[config.mk]
export PLATFORM = sky130hd
export DESIGN_NAME = adc_status_irq_mask_regs
export DESIGN_NICKNAME = d
export VERILOG_FILES = /design/src/design/adc_status_irq_mask_regs.v
export VERILOG_INCLUDE_DIRS = /design/src /design/src/common
export SDC_FILE = /design/constraint.sdc
export NUM_CORES = 1
export LEC_CHECK = 0
export BUFFER_PORTS_ARGS = -buffer_cell sky130_fd_sc_hd__buf_2
export CAP_MARGIN = 40
export CORE_MARGIN = 2
export CORE_UTILIZATION = 34
export DETAILED_ROUTE_END_ITERATION = 12
export SYNTH_ARGS = -nofsm -noshare
export SYNTH_HDL_FRONTEND = slang
export SYNTH_SLANG_ARGS = --single-unit
[constraint.sdc]
create_clock -name clk_in -period 4.7 [get_ports clk_in]
set_clock_uncertainty 0.15 [all_clocks]
set_input_delay 0.94 -clock clk_in [delete_from_list [all_inputs] [get_ports clk_in]]
set_output_delay 0.94 -clock clk_in [all_outputs]
set_load 0.05 [all_outputs]
[src/common/adc_status_map.vh]
/*
  register map, field positions, reset values and timing for the converter
  status, interrupt mask and mode register bank.
  assumes a byte-addressed 32-bit register port with word-aligned registers.
*/
`ifndef ADC_STATUS_MAP_VH
`define ADC_STATUS_MAP_VH

`define ADDR_W 32
`define DATA_W 32

// register byte addresses
`define CONVERTER_STATUS_ADDR 32'hffff0500
`define CONVERTER_IRQ_MASK_ADDR 32'hffff0504
`define CONVERTER_MODE_ADDR 32'hffff0508
`define CONVERTER_CONFIG_ADDR 32'hffff050c
`define CURRENT_CHANNEL_CTRL_ADDR 32'hffff0510
`define CURRENT_RESULT_ADDR 32'hffff0514
`define VOLTAGE_RESULT_ADDR 32'hffff0518
`define TEMP_RESULT_ADDR 32'hffff051c
`define CURRENT_THRESHOLD_ADDR 32'hffff0520
`define THRESHOLD_COUNT_LIMIT_ADDR 32'hffff0524
`define THRESHOLD_COUNT_VALUE_ADDR 32'hffff0528

// reset values
`define STATUS_RST 16'h0000
`define IRQ_MASK_RST 8'h00
`define MODE_RST 8'h00
`define CONFIG_RST 8'h00
`define CTRL_RST 8'h00
`define RESULT_RST 16'h0000
`define THRESHOLD_RST 16'h0000
`define COUNT_RST 8'h00

// status bit positions
`define ST_CAL_DONE 15
`define ST_TEMP_ERR 14
`define ST_VOLT_ERR 13
`define ST_CUR_ERR 12
`define ST_CMP 4
`define ST_OVR 3
`define ST_TEMP_RDY 2
`define ST_VOLT_RDY 1
`define ST_CUR_RDY 0

// config bit positions
`define CFG_CMP_EN 0
`define CFG_OVR_EN 2
`define CFG_CUR_EN 3
`define CFG_VOLT_EN 4
`define CFG_TEMP_EN 5

// gain field in the current channel control register
`define CTRL_GAIN_LSB 0
`define CTRL_GAIN_MSB 3

// full-scale clamp codes
`define NEG_FULL_SCALE 16'h8000
`define POS_FULL_SCALE 16'h7fff

// timing
`define CLK_PERIOD_PS 5000
`define OVR_PERIOD_PS 125000000

`endif

[src/design/adc_status_irq_mask_regs.v]
/*
  converter status, interrupt mask and mode registers with result holding,
  range-error, calibration, comparator and gross-overrange flags.
  assumes converter strobes are one-cycle pulses synchronous to clk_in and
  a register port whose read data is taken one cycle after the read strobe.
*/
// Decided for this implementation: the strobed register port.
// Contract
// - status register at 0xffff0500, read only, resets to zero.
// - bit 15 sets on calibration end, clears on any mode register write.
// - bits 14, 13, 12 set on temperature, voltage, current range error.
// - out-of-range result clamps to negative or positive full scale.
// - range-error bit clears when that channel stores an in-range result.
// - with comparator enabled, bit 4 sets when current magnitude exceeds threshold.
// - with threshold counter in use, bit 4 sets when count reaches limit.
// - bit 4 clears on reconfiguration or when the comparator is disabled.
// - with overrange detect enabled, bit 3 sets on gross overrange, checked every 125 us.
// - bit 3 clears only when config bit 2 clears or gain changes.
// - ready bits 2, 1, 0 set when enabled channel stores a result.
// - calibration end also sets the ready bits.
// - temperature ready clears on reading temperature or current result.
// - voltage ready clears on reading voltage or current result.
// - current ready clears on reading current result.
// - mask register at 0xffff0504, read/write, resets to 0x00.
// - 8-bit mode register at 0xffff0508, read/write, resets to 0x00.
// - only low eight status bits feed the interrupt; upper bits are flags.
// - result held until ready clears, except while the core is powered down.
`timescale 1ns/1ps
`include "adc_status_map.vh"

module adc_status_irq_mask_regs #(
  parameter OVR_TICK_CYCLES = `OVR_PERIOD_PS / `CLK_PERIOD_PS,
  parameter RESULT_W = 16
) (
  input wire clk_in,
  input wire rst_b_in,
  // register port
  input wire [`ADDR_W-1:0] addr_in,
  input wire [`DATA_W-1:0] wdata_in,
  input wire wr_in,
  input wire rd_in,
  output wire [`DATA_W-1:0] rdata_out,
  // converter side
  input wire cal_done_in,
  input wire cur_valid_in,
  input wire [RESULT_W-1:0] cur_data_in,
  input wire cur_over_in,
  input wire cur_under_in,
  input wire volt_valid_in,
  input wire [RESULT_W-1:0] volt_data_in,
  input wire volt_over_in,
  input wire volt_under_in,
  input wire temp_valid_in,
  input wire [RESULT_W-1:0] temp_data_in,
  input wire temp_over_in,
  input wire temp_under_in,
  input wire gross_overrange_in,
  input wire core_powered_down_in,
  // control and interrupt
  output wire [7:0] mode_out,
  output wire [7:0] config_out,
  output wire [7:0] ctrl_out,
  output wire irq_out
);

  // clamp a result on range error
  function [RESULT_W-1:0] clamp_result;
    input [RESULT_W-1:0] data;
    input over;
    input under;
    begin
      if (under) begin
        clamp_result = `NEG_FULL_SCALE;
      end else if (over) begin
        clamp_result = `POS_FULL_SCALE;
      end else begin
        clamp_result = data;
      end
    end
  endfunction

  // magnitude of a two's complement result
  function [RESULT_W-1:0] magnitude;
    input [RESULT_W-1:0] data;
    begin
      if (data[RESULT_W-1]) begin
        magnitude = (~data) + {{(RESULT_W-1){1'b0}}, 1'b1};
      end else begin
        magnitude = data;
      end
    end
  endfunction

  // register address match
  function hit;
    input [`ADDR_W-1:0] a;
    input [`ADDR_W-1:0] reg_addr;
    begin
      hit = (a == reg_addr);
    end
  endfunction

  // zero-extend an 8-bit register to the port width
  function [`DATA_W-1:0] ext8;
    input [7:0] v;
    begin
      ext8 = {{(`DATA_W-8){1'b0}}, v};
    end
  endfunction

  // zero-extend a 16-bit register to the port width
  function [`DATA_W-1:0] ext16;
    input [15:0] v;
    begin
      ext16 = {{(`DATA_W-16){1'b0}}, v};
    end
  endfunction

  // zero-extend a held result to the port width
  function [`DATA_W-1:0] ext_res;
    input [RESULT_W-1:0] v;
    begin
      ext_res = {{(`DATA_W-RESULT_W){1'b0}}, v};
    end
  endfunction

  // an unread result is kept unless the core is powered down
  function may_store;
    input valid;
    input en;
    input rdy;
    input powered_down;
    begin
      may_store = valid && en && (!rdy || powered_down);
    end
  endfunction

  reg [15:0] status_q;
  reg [15:0] status_d;
  reg [7:0] mask_q;
  reg [7:0] mode_q;
  reg [7:0] config_q;
  reg [7:0] ctrl_q;
  reg [RESULT_W-1:0] cur_res_q;
  reg [RESULT_W-1:0] volt_res_q;
  reg [RESULT_W-1:0] temp_res_q;
  reg [15:0] threshold_q;
  reg [7:0] count_limit_q;
  reg [7:0] count_q;
  reg [7:0] count_d;
  reg [31:0] tick_cnt_q;
  reg irq_q;
  reg [`DATA_W-1:0] rdata_q;
  reg [`DATA_W-1:0] rdata_d;

  wire wr_mode = wr_in && hit(addr_in, `CONVERTER_MODE_ADDR);
  wire wr_mask = wr_in && hit(addr_in, `CONVERTER_IRQ_MASK_ADDR);
  wire wr_config = wr_in && hit(addr_in, `CONVERTER_CONFIG_ADDR);
  wire wr_ctrl = wr_in && hit(addr_in, `CURRENT_CHANNEL_CTRL_ADDR);
  wire wr_thresh = wr_in && hit(addr_in, `CURRENT_THRESHOLD_ADDR);
  wire wr_limit = wr_in && hit(addr_in, `THRESHOLD_COUNT_LIMIT_ADDR);
  wire rd_cur = rd_in && hit(addr_in, `CURRENT_RESULT_ADDR);
  wire rd_volt = rd_in && hit(addr_in, `VOLTAGE_RESULT_ADDR);
  wire rd_temp = rd_in && hit(addr_in, `TEMP_RESULT_ADDR);

  wire cur_en = config_q[`CFG_CUR_EN];
  wire volt_en = config_q[`CFG_VOLT_EN];
  wire temp_en = config_q[`CFG_TEMP_EN];
  wire cmp_en = config_q[`CFG_CMP_EN];
  wire ovr_en = config_q[`CFG_OVR_EN];

  // result register may take a new value
  wire cur_store = may_store(cur_valid_in, cur_en, status_q[`ST_CUR_RDY],
    core_powered_down_in);
  wire volt_store = may_store(volt_valid_in, volt_en, status_q[`ST_VOLT_RDY],
    core_powered_down_in);
  wire temp_store = may_store(temp_valid_in, temp_en, status_q[`ST_TEMP_RDY],
    core_powered_down_in);

  wire cur_bad = cur_over_in || cur_under_in;
  wire volt_bad = volt_over_in || volt_under_in;
  wire temp_bad = temp_over_in || temp_under_in;

  // comparator on each current conversion
  wire cur_exceeds = cur_valid_in && cur_en && cmp_en &&
    (magnitude(clamp_result(cur_data_in, cur_over_in, cur_under_in)) > threshold_q);
  wire cmp_clear = wr_config || wr_ctrl || !cmp_en;
  wire cfg_ovr_off = wr_config && !wdata_in[`CFG_OVR_EN];
  wire gain_change = wr_ctrl &&
    (wdata_in[`CTRL_GAIN_MSB:`CTRL_GAIN_LSB] != ctrl_q[`CTRL_GAIN_MSB:`CTRL_GAIN_LSB]);
  wire ovr_tick = (tick_cnt_q == OVR_TICK_CYCLES - 1);

  // threshold counter
  always @* begin
    count_d = count_q;
    if (cmp_clear) begin
      count_d = `COUNT_RST;
    end else if (cur_valid_in && cur_en) begin
      if (!cur_exceeds) begin
        count_d = `COUNT_RST;
      end else if (count_q != count_limit_q) begin
        count_d = count_q + 8'h01;
      end
    end
  end

  // status flags: sets win over clears, except the comparator flag and a config write that clears bit 2
  always @* begin
    status_d = status_q;
    // calibration flag
    if (wr_mode) begin
      status_d[`ST_CAL_DONE] = 1'b0;
    end
    if (cal_done_in) begin
      status_d[`ST_CAL_DONE] = 1'b1;
    end
    // range errors
    if (cur_store && !cur_bad) begin
      status_d[`ST_CUR_ERR] = 1'b0;
    end
    if (volt_store && !volt_bad) begin
      status_d[`ST_VOLT_ERR] = 1'b0;
    end
    if (temp_store && !temp_bad) begin
      status_d[`ST_TEMP_ERR] = 1'b0;
    end
    if (cur_valid_in && cur_en && cur_bad) begin
      status_d[`ST_CUR_ERR] = 1'b1;
    end
    if (volt_valid_in && volt_en && volt_bad) begin
      status_d[`ST_VOLT_ERR] = 1'b1;
    end
    if (temp_valid_in && temp_en && temp_bad) begin
      status_d[`ST_TEMP_ERR] = 1'b1;
    end
    // comparator
    if (cmp_clear) begin
      status_d[`ST_CMP] = 1'b0;
    end else if (cur_exceeds && count_limit_q == `COUNT_RST) begin
      status_d[`ST_CMP] = 1'b1;
    end else if (cur_exceeds && count_d == count_limit_q) begin
      status_d[`ST_CMP] = 1'b1;
    end
    // gross overrange
    if (cfg_ovr_off || gain_change) begin
      status_d[`ST_OVR] = 1'b0;
    end
    if (ovr_tick && ovr_en && gross_overrange_in && !cfg_ovr_off) begin
      status_d[`ST_OVR] = 1'b1;
    end
    // ready bits
    if (rd_cur || rd_temp) begin
      status_d[`ST_TEMP_RDY] = 1'b0;
    end
    if (rd_cur || rd_volt) begin
      status_d[`ST_VOLT_RDY] = 1'b0;
    end
    if (rd_cur) begin
      status_d[`ST_CUR_RDY] = 1'b0;
    end
    if (temp_store || cal_done_in) begin
      status_d[`ST_TEMP_RDY] = 1'b1;
    end
    if (volt_store || cal_done_in) begin
      status_d[`ST_VOLT_RDY] = 1'b1;
    end
    if (cur_store || cal_done_in) begin
      status_d[`ST_CUR_RDY] = 1'b1;
    end
    // reserved bits read zero
    status_d[11:5] = 7'h00;
  end

  // read mux, data valid the cycle after the strobe
  always @* begin
    rdata_d = {`DATA_W{1'b0}};
    if (rd_in) begin
      case (addr_in)
        `CONVERTER_STATUS_ADDR: rdata_d = ext16(status_q);
        `CONVERTER_IRQ_MASK_ADDR: rdata_d = ext8(mask_q);
        `CONVERTER_MODE_ADDR: rdata_d = ext8(mode_q);
        `CONVERTER_CONFIG_ADDR: rdata_d = ext8(config_q);
        `CURRENT_CHANNEL_CTRL_ADDR: rdata_d = ext8(ctrl_q);
        `CURRENT_RESULT_ADDR: rdata_d = ext_res(cur_res_q);
        `VOLTAGE_RESULT_ADDR: rdata_d = ext_res(volt_res_q);
        `TEMP_RESULT_ADDR: rdata_d = ext_res(temp_res_q);
        `CURRENT_THRESHOLD_ADDR: rdata_d = ext16(threshold_q);
        `THRESHOLD_COUNT_LIMIT_ADDR: rdata_d = ext8(count_limit_q);
        `THRESHOLD_COUNT_VALUE_ADDR: rdata_d = ext8(count_q);
        default: rdata_d = {`DATA_W{1'b0}};
      endcase
    end
  end

  always @(posedge clk_in or negedge rst_b_in) begin
    if (!rst_b_in) begin
      status_q <= `STATUS_RST;
      mask_q <= `IRQ_MASK_RST;
      mode_q <= `MODE_RST;
      config_q <= `CONFIG_RST;
      ctrl_q <= `CTRL_RST;
      cur_res_q <= `RESULT_RST;
      volt_res_q <= `RESULT_RST;
      temp_res_q <= `RESULT_RST;
      threshold_q <= `THRESHOLD_RST;
      count_limit_q <= `COUNT_RST;
      count_q <= `COUNT_RST;
      tick_cnt_q <= 32'h00000000;
      irq_q <= 1'b0;
      rdata_q <= {`DATA_W{1'b0}};
    end else begin
      status_q <= status_d;
      count_q <= count_d;
      rdata_q <= rdata_d;
      // only the low byte of status can interrupt
      irq_q <= |(status_q[7:0] & mask_q);
      // 125 us evaluation tick
      if (ovr_tick) begin
        tick_cnt_q <= 32'h00000000;
      end else begin
        tick_cnt_q <= tick_cnt_q + 32'h00000001;
      end
      if (wr_mask) begin
        mask_q <= wdata_in[7:0];
      end
      if (wr_mode) begin
        mode_q <= wdata_in[7:0];
      end
      if (wr_config) begin
        config_q <= wdata_in[7:0];
      end
      if (wr_ctrl) begin
        ctrl_q <= wdata_in[7:0];
      end
      if (wr_thresh) begin
        threshold_q <= wdata_in[15:0];
      end
      if (wr_limit) begin
        count_limit_q <= wdata_in[7:0];
      end
      if (cur_store) begin
        cur_res_q <= clamp_result(cur_data_in, cur_over_in, cur_under_in);
      end
      if (volt_store) begin
        volt_res_q <= clamp_result(volt_data_in, volt_over_in, volt_under_in);
      end
      if (temp_store) begin
        temp_res_q <= clamp_result(temp_data_in, temp_over_in, temp_under_in);
      end
    end
  end

  assign rdata_out = rdata_q;
  assign mode_out = mode_q;
  assign config_out = config_q;
  assign ctrl_out = ctrl_q;
  assign irq_out = irq_q;

endmodule

# ---- After elaboration in Yosys (flattened, before gate mapping)
# Index checks and enable logic that the tools add are counted.
dict set report word_totals {
  ff_bits 186
  output_inout_bits 57
  elab_cells 140
}
dict set report classes {
  add_sub_neg 3
  magnitude_cmp 1
  eq_ne 15
  muxes 33
  bitwise 2
  reduce_logical 64
}
# cell n
set op_table {}
lappend op_table {{$eq A32 B32 Y1 const B} 11}
lappend op_table {{$pmux W16 S11} 1}
lappend op_table {{$mux W16} 7}
lappend op_table {{$mux W32} 2}
lappend op_table {{$add A32 B1 Y32 const B} 1}
lappend op_table {{$eq A32 B15 Y1 const B} 1}
lappend op_table {{$mux W8} 4}
lappend op_table {{$logic_and A1 B1 Y1} 30}
lappend op_table {{$mux W1} 19}
lappend op_table {{$add A16 B1 Y16 const B} 1}
lappend op_table {{$gt A16 B16 Y1} 1}
lappend op_table {{$not A16 Y16} 1}
lappend op_table {{$reduce_bool A2 Y1} 8}
lappend op_table {{$logic_or A1 B1 Y1} 14}
lappend op_table {{$logic_not A1 Y1} 9}
lappend op_table {{$add A8 B1 Y8 const B} 1}
lappend op_table {{$and A5 B8 Y8} 1}
lappend op_table {{$eq A8 B8 Y1} 1}
lappend op_table {{$logic_not A8 Y1} 1}
lappend op_table {{$ne A8 B8 Y1} 1}
lappend op_table {{$reduce_or A8 Y1} 1}
lappend op_table {{$ne A4 B4 Y1} 1}
lappend op_table {{$reduce_bool A3 Y1} 1}

# ---- Longest topological paths before layout
# Gate-level depths: netlist of the first run.
dict set report logic_depth {
  ltp_word 15
  mapped_depth 21
}

# ---- Worst setup path after synthesis of the first run
# No wires, ideal clock.
dict set report synth_timing {
  path_type {input -> register}
  from {input cur_under_in}
  to {register status_q[4]}
  arrival_time_ns 4.942
  t_required_ns 4.458
  slack_ns -0.484
  path_stages 19
  n_path_buf 2
  cell_sequence {clkbuf_1 -> clkbuf_1 -> o21bai_1 -> ha_1 -> o211ai_1 -> or3_1 -> o311ai_0 -> a21oi_1 -> a21oi_1 -> o21a_1 -> ha_1 -> nand4_1 -> nor3_1 -> a21boi_0 -> o41a_1 -> o21ai_4 -> or4_1 -> a31o_1 -> o31ai_2}
}
dict set report synth_between {
  elab_chain_cells 12
}
# item line_no
set synth_rtl {}
lappend synth_rtl {{from (decl)} adc_status_irq_mask_regs.v:48} ;# input wire cur_under_in,
lappend synth_rtl {{$mux W16 (*)} adc_status_irq_mask_regs.v:72} ;# if (under) begin
lappend synth_rtl {{$not A16 Y16} adc_status_irq_mask_regs.v:87} ;# magnitude = (~data) + {{(RESULT_W-1){1'b0}}, 1'b1};
lappend synth_rtl {{$add A16 B1 Y16} adc_status_irq_mask_regs.v:87}
lappend synth_rtl {{$mux W16 (*)} adc_status_irq_mask_regs.v:86} ;# if (data[RESULT_W-1]) begin
lappend synth_rtl {{$gt A16 B16 Y1 (*)} adc_status_irq_mask_regs.v:186} ;# (magnitude(clamp_result(cur_data_in, cur_over_in, cur_under_in)) > threshold_q);
lappend synth_rtl {{$logic_and A1 B1 Y1 (*)} adc_status_irq_mask_regs.v:185} ;# wire cur_exceeds = cur_valid_in && cur_en && cmp_en &&
lappend synth_rtl {{$mux W8} adc_status_irq_mask_regs.v:199} ;# if (!cur_exceeds) begin
lappend synth_rtl {{$mux W8} adc_status_irq_mask_regs.v:198} ;# end else if (cur_valid_in && cur_en) begin
lappend synth_rtl {{$mux W8} adc_status_irq_mask_regs.v:196} ;# if (cmp_clear) begin
lappend synth_rtl {{$eq A8 B8 Y1} adc_status_irq_mask_regs.v:241} ;# end else if (cur_exceeds && count_d == count_limit_q) begin
lappend synth_rtl {{$logic_and A1 B1 Y1} adc_status_irq_mask_regs.v:241}
lappend synth_rtl {{$reduce_bool A3 Y1 (no line)} n/a}
lappend synth_rtl {{to (signal assigned)} adc_status_irq_mask_regs.v:297} ;# status_q <= `STATUS_RST;
lappend synth_rtl {{to (signal assigned)} adc_status_irq_mask_regs.v:312} ;# status_q <= status_d;
lappend synth_rtl {{to (decl)} adc_status_irq_mask_regs.v:138} ;# reg [15:0] status_q;
# Mark *: on every way between the ends. The rest lies on a longest branch, timed or not.
# A chain may end at the register's enable or synchronous reset.

# ---- Worst setup path after layout of the first run
dict set report layout_timing {
  from {input cur_data_in[0]}
  to {register status_q[4]}
}
dict set report layout_between {
  elab_chain_cells 13
}
# item line_no
set layout_rtl {}
lappend layout_rtl {{from (decl)} adc_status_irq_mask_regs.v:46} ;# input wire [RESULT_W-1:0] cur_data_in,
lappend layout_rtl {{$mux W16 (*)} adc_status_irq_mask_regs.v:74} ;# end else if (over) begin
lappend layout_rtl {{$mux W16 (*)} adc_status_irq_mask_regs.v:72}
lappend layout_rtl {{$not A16 Y16} adc_status_irq_mask_regs.v:87}
lappend layout_rtl {{$add A16 B1 Y16} adc_status_irq_mask_regs.v:87}
lappend layout_rtl {{$mux W16 (*)} adc_status_irq_mask_regs.v:86}
lappend layout_rtl {{$gt A16 B16 Y1 (*)} adc_status_irq_mask_regs.v:186}
lappend layout_rtl {{$logic_and A1 B1 Y1 (*)} adc_status_irq_mask_regs.v:185}
lappend layout_rtl {{$mux W8} adc_status_irq_mask_regs.v:199}
lappend layout_rtl {{$mux W8} adc_status_irq_mask_regs.v:198}
lappend layout_rtl {{$mux W8} adc_status_irq_mask_regs.v:196}
lappend layout_rtl {{$eq A8 B8 Y1} adc_status_irq_mask_regs.v:241}
lappend layout_rtl {{$logic_and A1 B1 Y1} adc_status_irq_mask_regs.v:241}
lappend layout_rtl {{$reduce_bool A3 Y1 (no line)} n/a}
# Marks and branches as above.

==> flow_metrics.py, run 1 <==
metrics = {
    "outcome": {
        "outcome": "finished, final reports clean",
    },
    "placement": {
        "place.gp.congestion": 0.851,
        "placed_area_um2": 10700,
        "place_hpwl_mm": 20.9,
        "io_buffers": 152,
    },
    "setup_path": {
        "critPathTopFamily": "simple AND/OR/NAND/NOR gates",
        "path_class": "in -> reg",
        "slowest_stage": "or4_4",
        "cp_max_fo": 3,
        "crit_required_ns": 4.91,
        "critPathMaxStageDelay_ns": 0.54,
        "cp_cell_sequence": "buf_6 -> or4_4 -> nor3_4 -> a41oi_2 -> o21bai_4 -> o31ai_4 -> xnor2_1 -> nor2_1 -> nor2_1 -> ha_1 -> nand4_1 -> nor3_2 -> a21boi_2 -> o41a_1 -> o21ai_4 -> or4_1 -> a31o_1 -> o31ai_2",
        "crit_top_cell": "nor2_1",
        "worst-endpoint-arrival_ns": 4.73,
        "critPathLaunchType": "input port",
        "regToRegSetupSlack_ns": 1.77,
        "critPathCaptureType": "flop",
        "critPathBufInv": 1,
    },
    "detailed_routing": {
        "vias_per_cell": 5.28,
        "drtAntennaViolNets": 0,
        "first_iter_violations": 630,
        "post_drt_wl_per_cell_um": 18.8,
        "wirelength_mm": 28.1,
        "dr.pass1.iters": 8,
        "dr_total_vias": 7899,
        "drc_errors": 0,
    },
    "clock_tree": {
        "worstSkewPairLatency_ns": 0.44,
        "clock_path_buffers": 2,
        "numCtsBuffers": 17,
        "htreeDepth": 4,
        "clock-sinks": 170,
        "root_buffer": "clkbuf_16",
        "cts_tree": "built",
        "clk_pin_slew_ns": 0.07,
        "hold_buffers": 0,
    },
    "die": {
        "core.rowCount": 60,
        "dieWidth_um": 171,
        "start_util_pct": 34.8,
        "design.core.area_um2": 27100,
        "die_area_um2": 29100,
        "die-height_um": 171,
        "io_pins": 185,
    },
    "synth": {
        "syn_area_um2": 9430,
        "synth_commonest_cells": "dfrtp_1 (170), nand2_1 (105), nor2_1 (99)",
        "synth_top_area_share_pct": 45.1,
        "synth.most_common_cell": "dfrtp_1",
        "synthCells": 956,
        "synth_edf_count": 0,
        "syn_avg_cell_area_um2": 9.87,
        "synth.area.top_cells": "dfrtp_1 (45%), mux2_2 (8.2%), nand2_1 (4.2%), nor2_1 (3.9%), o31ai_1 (3.4%)",
        "synthFlopType": "dfrtp_1",
        "ys_async_sr_fraction_pct": 100,
        "synth_seq_cells": 170,
        "synth_cell_types": 76,
        "yosysTopAreaCell": "dfrtp_1",
        "yosysSeqAreaShare_pct": 45.1,
        "ys_warn_count": 0,
    },
    "power_and_ir_drop": {
        "vdd_drop_max_uv": 186,
        "total_power_uw": 3130,
        "power.density_nw_per_um2": 276,
        "leakagePower_uw": 0.00533,
    },
    "final_layout": {
        "finish.net_count": 1256,
        "postLayoutCellArea_um2": 11300,
        "layout-drive-gt1-share_pct": 29.1,
        "fill_cells": 2652,
        "syn_to_final_growth_pct": 20.2,
    },
    "sta": {
        "hold_violations": 0,
        "max_slew_margin_pct": 43.9,
        "drv_slew": 0,
        "layout_min_cycle_time_ns": 4.52,
        "worst_pin_slew_ns": 0.841,
        "min_period_over_period_pct": 96.2,
        "setup_viol": 0,
        "max_freq_mhz": 221,
    },
    "grt": {
        "grt_usage_pct": 19.7,
        "grt_remaining_overflow": 0,
        "antenna_found_initial": 3,
        "grt_max_degree": 89,
        "grt_pass1_wl_mm": 43.5,
        "first_global_vias": 7603,
    },
    "hold_path": {
        "hp-class": "reg -> reg",
    },
    "flow_run": {
        "max_cap_violations": 0,
    },
}
flip-flops by register name, indices dropped and copies added (netlist names):
register,count
status_q,9
tick_cnt_q,32
temp_res_q,16
mask_q,8
rdata_out,16
mode_out,8
threshold_q,16
count_limit_q,8
volt_res_q,16
ctrl_out,8
config_out,8
irq_out,1
cur_res_q,16
count_q,8
what timing repair did:
action,4_1_cts,5_1_grt
endpoints found under the setup margin,0,1
hold endpoints to repair,0,0
setup buffers,0,2
gates resized for setup,0,11
final timing paths:
path	startpoint	to	cells past startpoint
worst max-delay path	cur_data_in[0]	status_q[4]$_DFFE_PN0P_	18
worst min-delay path	temp_res_q[11]$_DFFE_PN0P_	temp_res_q[11]$_DFFE_PN0P_	2
worst max register to register	count_q[0]$_DFF_PN0_	status_q[4]$_DFFE_PN0P_	8
worst min register to register	temp_res_q[11]$_DFFE_PN0P_	temp_res_q[11]$_DFFE_PN0P_	2
max in group asynchronous	rst_b_in	ctrl_out[6]$_DFFE_PN0P_	2
min in group asynchronous	rst_b_in	tick_cnt_q[24]$_DFF_PN0_	1
worst reg2reg max path, stage by stage (launching register included):
cell,delay [ns]
dfrtp_1,0.52
xor2_1,0.25
or4_1,0.55
o21ai_2,0.23
o21a_1,0.20
nor2_1,0.07
or4_1,0.47
a31o_1,0.24
o31ai_2,0.16
layout make-up:
| type | count | area (um^2) | area share [%] |
|---|---|---|---|
| Clock buffer | 17 | 425 | 3.75 |
| Clock inverter | 15 | 149 | 1.31 |
| Timing Repair Buffer | 194 | 1090 | 9.60 |
| Tap cell | 372 | 465 | 4.10 |
| Multi-Input combinational cell | 701 | 4860 | 42.9 |
| Inverter | 25 | 93.8 | 0.827 |
| Antenna cell | 1 | 2.50 | 0.0221 |
| Sequential cell | 170 | 4250 | 37.5 |
power by group:
part	switching [uW]	internal, uW
Combinational	184	97.6
Clock	683	708
Sequential	0.0000131	1460
Total	867	2270
cells by family after synthesis:
kind of cell / count (synthesis) / share of synthesized area [%]
AO/OA/AOI/OAI: 190 / 14.9
other: 1 / 0.0398
buffers and inverters: 100 / 4.91
flip-flops: 170 / 45.1
XOR/XNOR: 59 / 5.48
adder cells (fa/ha/maj): 19 / 2.52
multiplexers: 76 / 9.51
AND/OR/NAND/NOR: 341 / 17.5
routing by layer:
| metal | share of wire (%) | wire length (um) | GRT usage [%] |
|---|---|---|---|
| met2 | 45 | 12800 | 29.5 |
| met1 | 44 | 12500 | 27.6 |
| met3 | 7.8 | 2200 | 4.67 |
| met5 | 0.089 | 25 | 0 |
| met4 | 2.2 | 631 | 7.21 |
stage by stage:
step	instances	TNS (ns)	hold slack (ns)	worst slack [ns]	utilization, %
final	1495	0	0.326	0.180	41.8
after global routing	1495	-0.00649	0.340	-0.00649	41.8
after CTS	1492	0	0.329	0.122	41.6
after detailed placement	1460	-0.325	0.313	-0.325	39.4
after global placement	1459	-0.298	0.305	-0.298	39.4
after floorplan	971	0	0.289	0.00431	-
placed cells by master (no fill, tap or decap), drive strengths merged, types with 13 or more instances in the layout:
| cell type | Yosys | final |
|---|---|---|
| nand3 | 32 | 32 |
| conb | 1 | 16 |
| a21oi | 30 | 30 |
| a222oi | 16 | 16 |
| xnor2 | 34 | 34 |
| inv | 25 | 35 |
| ha | 19 | 19 |
| mux2 | 69 | 69 |
| buf | 32 | 194 |
| nor3 | 18 | 18 |
| nor2 | 99 | 99 |
| clkbuf | 43 | 17 |
| xor2 | 25 | 25 |
| o21ai | 18 | 18 |
| a22o | 14 | 14 |
| o31ai | 44 | 44 |
| nand4 | 13 | 13 |
| nand2 | 107 | 107 |
| dfrtp | 170 | 170 |
| nor4 | 13 | 13 |
| and3 | 15 | 15 |
No activity file was read; power rests on OpenSTA's default activity.
==> inputs of run 2 (changes only) <==
--- a/config.mk
+++ b/config.mk
@@ -11,6 +11,7 @@
 export CORE_MARGIN = 2
 export CORE_UTILIZATION = 34
 export DETAILED_ROUTE_END_ITERATION = 12
+export GPL_TIMING_DRIVEN = 0
 export SYNTH_ARGS = -nofsm -noshare
 export SYNTH_HDL_FRONTEND = slang
 export SYNTH_SLANG_ARGS = --single-unit
==> run 2 against run 1 <==
The run now ends with setup timing left. Power rose by 0.13%. Via count rose by 2.7%. Die area did not move. Sequential power barely moved. Register-to-register slack got worse by 0.08 ns. Clock-buffer cell count rose by 6. Wire length rose by 3.5%. Utilization rose by 0.91 points. Worst setup slack got worse by 0.20 ns. Flip-flop and latch count did not move. Cell count rose by 2.5%. Highest routed layer unchanged.
==> flow_metrics.py, run 2 (synthesis gave the netlist of run 1 again) <==
metrics = {
    "hold_path": {
        "hp-class": "in -> async",
    },
    "final_layout": {
        "syn_to_final_growth_pct": 22.9,
        "finish.net_count": 1295,
        "layout-drive-gt1-share_pct": 28.0,
        "final_cell_mix": "dfrtp_1 (170), buf_2 (149), nand2_1 (105)",
        "final_cells": 1533,
        "num_antenna_cells": 0,
        "postLayoutCellArea_um2": 11600,
        "largest_reg_flops": 32,
        "mostFrequentLayoutCell": "dfrtp_1",
        "top_register": "tick_cnt_q",
    },
    "power_and_ir_drop": {
        "total_power_uw": 3140,
        "power.density_nw_per_um2": 271,
        "vdd_drop_max_uv": 169,
        "leakagePower_uw": 0.00541,
    },
    "die": {
        "dieWidth_um": 171,
        "io_pins": 185,
        "design.core.area_um2": 27100,
        "start_util_pct": 34.8,
        "core.rowCount": 60,
        "die-height_um": 171,
        "die_area_um2": 29100,
    },
    "sta": {
        "layout_min_cycle_time_ns": 4.72,
        "drv_slew": 0,
        "worst_pin_slew_ns": 0.817,
        "setup_ws_ns": -0.0210,
        "max_slew_margin_pct": 45.5,
        "min_period_over_period_pct": 100,
        "max_freq_mhz": 212,
        "rsz0062_at_grt": "yes",
        "finalSetupTns_ns": -0.0210,
        "hold_violations": 0,
        "setup_viol": 1,
    },
    "detailed_routing": {
        "wirelength_mm": 29.1,
        "dr.pass1.iters": 9,
        "vias_per_cell": 5.29,
        "first_iter_violations": 827,
        "drtAntennaViolNets": 0,
        "post_drt_wl_per_cell_um": 19.0,
        "dr_total_vias": 8116,
        "drc_errors": 0,
    },
    "placement": {
        "preCtsSetupSlack_ns": -0.766,
        "dp_cells": 1488,
        "io_buffers": 143,
        "place.gp.congestion": 0.895,
        "place_hpwl_mm": 21.9,
        "placed_area_um2": 10800,
    },
    "grt": {
        "antenna_found_initial": 1,
        "grt_usage_pct": 20.3,
        "grt_remaining_overflow": 0,
        "grt_pass1_wl_mm": 44.8,
        "first_global_vias": 7779,
        "grt_max_degree": 95,
    },
    "setup_path": {
        "critPathCaptureType": "flop",
        "worst-endpoint-arrival_ns": 4.92,
        "critPathLaunchType": "input port",
        "path_class": "in -> reg",
        "crit_required_ns": 4.90,
        "cp_max_fo": 10,
    },
    "clock_tree": {
        "cts_tree": "built",
        "hold_buffers": 0,
        "root_buffer": "clkbuf_16",
        "clock-sinks": 170,
        "clock_path_buffers": 2,
        "clk_pin_slew_ns": 0.07,
        "numCtsBuffers": 17,
        "worstSkewPairLatency_ns": 0.43,
        "htreeDepth": 4,
    },
    "outcome": {
        "outcome": "finished, violations left",
        "violations": "setup timing",
    },
    "flow_run": {
        "max_cap_violations": 0,
    },
}
==> run 2: routing by layer <==
metal / up-vias / share of wire, % / track usage (%)
li1: 3797 / - / -
met1: 3991 / 46 / 29.1
met2: 291 / 45 / 31.4
met3: 35 / 6.4 / 3.96
met4: 2 / 2.1 / 5.50
met5: - / 0.024 / 0
==> run 2: power breakdown <==
part | total [uW] | switching (uW) | internal (uW)
sequential | 1460 | 0.0000136 | 1460
clock | 1380 | 604 | 774
combinational | 299 | 189 | 110
total | 3140 | 793 | 2350
==> run 2: worst paths after layout <==
| check | from | end | slack, ns | depth (start not counted) |
|---|---|---|---|---|
| setup / recovery | cur_under_in | status_q[4]$_DFFE_PN0P_ | -0.02 | 20 |
| hold / removal | rst_b_in | temp_res_q[13]$_DFFE_PN0P_ | 0.31 | 1 |
| setup reg to reg | threshold_q[9]$_DFFE_PN0P_ | status_q[4]$_DFFE_PN0P_ | 1.69 | 10 |
| hold reg to reg | volt_res_q[10]$_DFFE_PN0P_ | volt_res_q[10]$_DFFE_PN0P_ | 0.32 | 2 |
| max in group asynchronous | rst_b_in | count_q[0]$_DFF_PN0_ | 3.20 | 2 |
| min in group clk_in | volt_res_q[10]$_DFFE_PN0P_ | volt_res_q[10]$_DFFE_PN0P_ | 0.32 | 2 |
==> run 2: timing repair <==
| item | 4_1_cts | 5_1_grt |
|---|---|---|
| endpoints found under the setup margin | 1 | 1 |
| gates resized for setup | 24 | 6 |
| pin swaps | 13 | 16 |
| setup buffers | 11 | 2 |
==> run 2: metrics by stage <==
| step | util (%) | hold WS (ns) |
|---|---|---|
| finish | 42.8 | 0.313 |
| global placement | 39.5 | 0.306 |
| detailed placement | 39.7 | 0.312 |
| global route | 42.8 | 0.343 |
| CTS | 42.6 | 0.326 |
| floorplan | - | 0.289 |
==> run 2: area by class of cell <==
type,instances,area (um^2)
fillers,2630,15500
multi-input cells,701,4910
flip-flops and latches,170,4250
repair buffers,158,881
clock buffers,23,478
well taps,372,465
plain buffers,75,414
inverters,25,93.8
clock inverters,9,91.3
==> run 2: worst max-delay path, cell delays in order <==
cell	delay [ns]
buf_2	0.11
clkbuf_8	0.13
clkbuf_16	0.15
o21bai_4	0.19
ha_4	0.17
o211ai_1	0.13
or3_4	0.22
nand3_1	0.08
o21a_1	0.12
o22a_1	0.18
o21a_1	0.20
ha_4	0.27
nand4_1	0.22
nor3_2	0.27
a21boi_2	0.19
o41a_1	0.32
o21ai_4	0.10
or4_4	0.51
a31o_1	0.24
o31ai_2	0.16
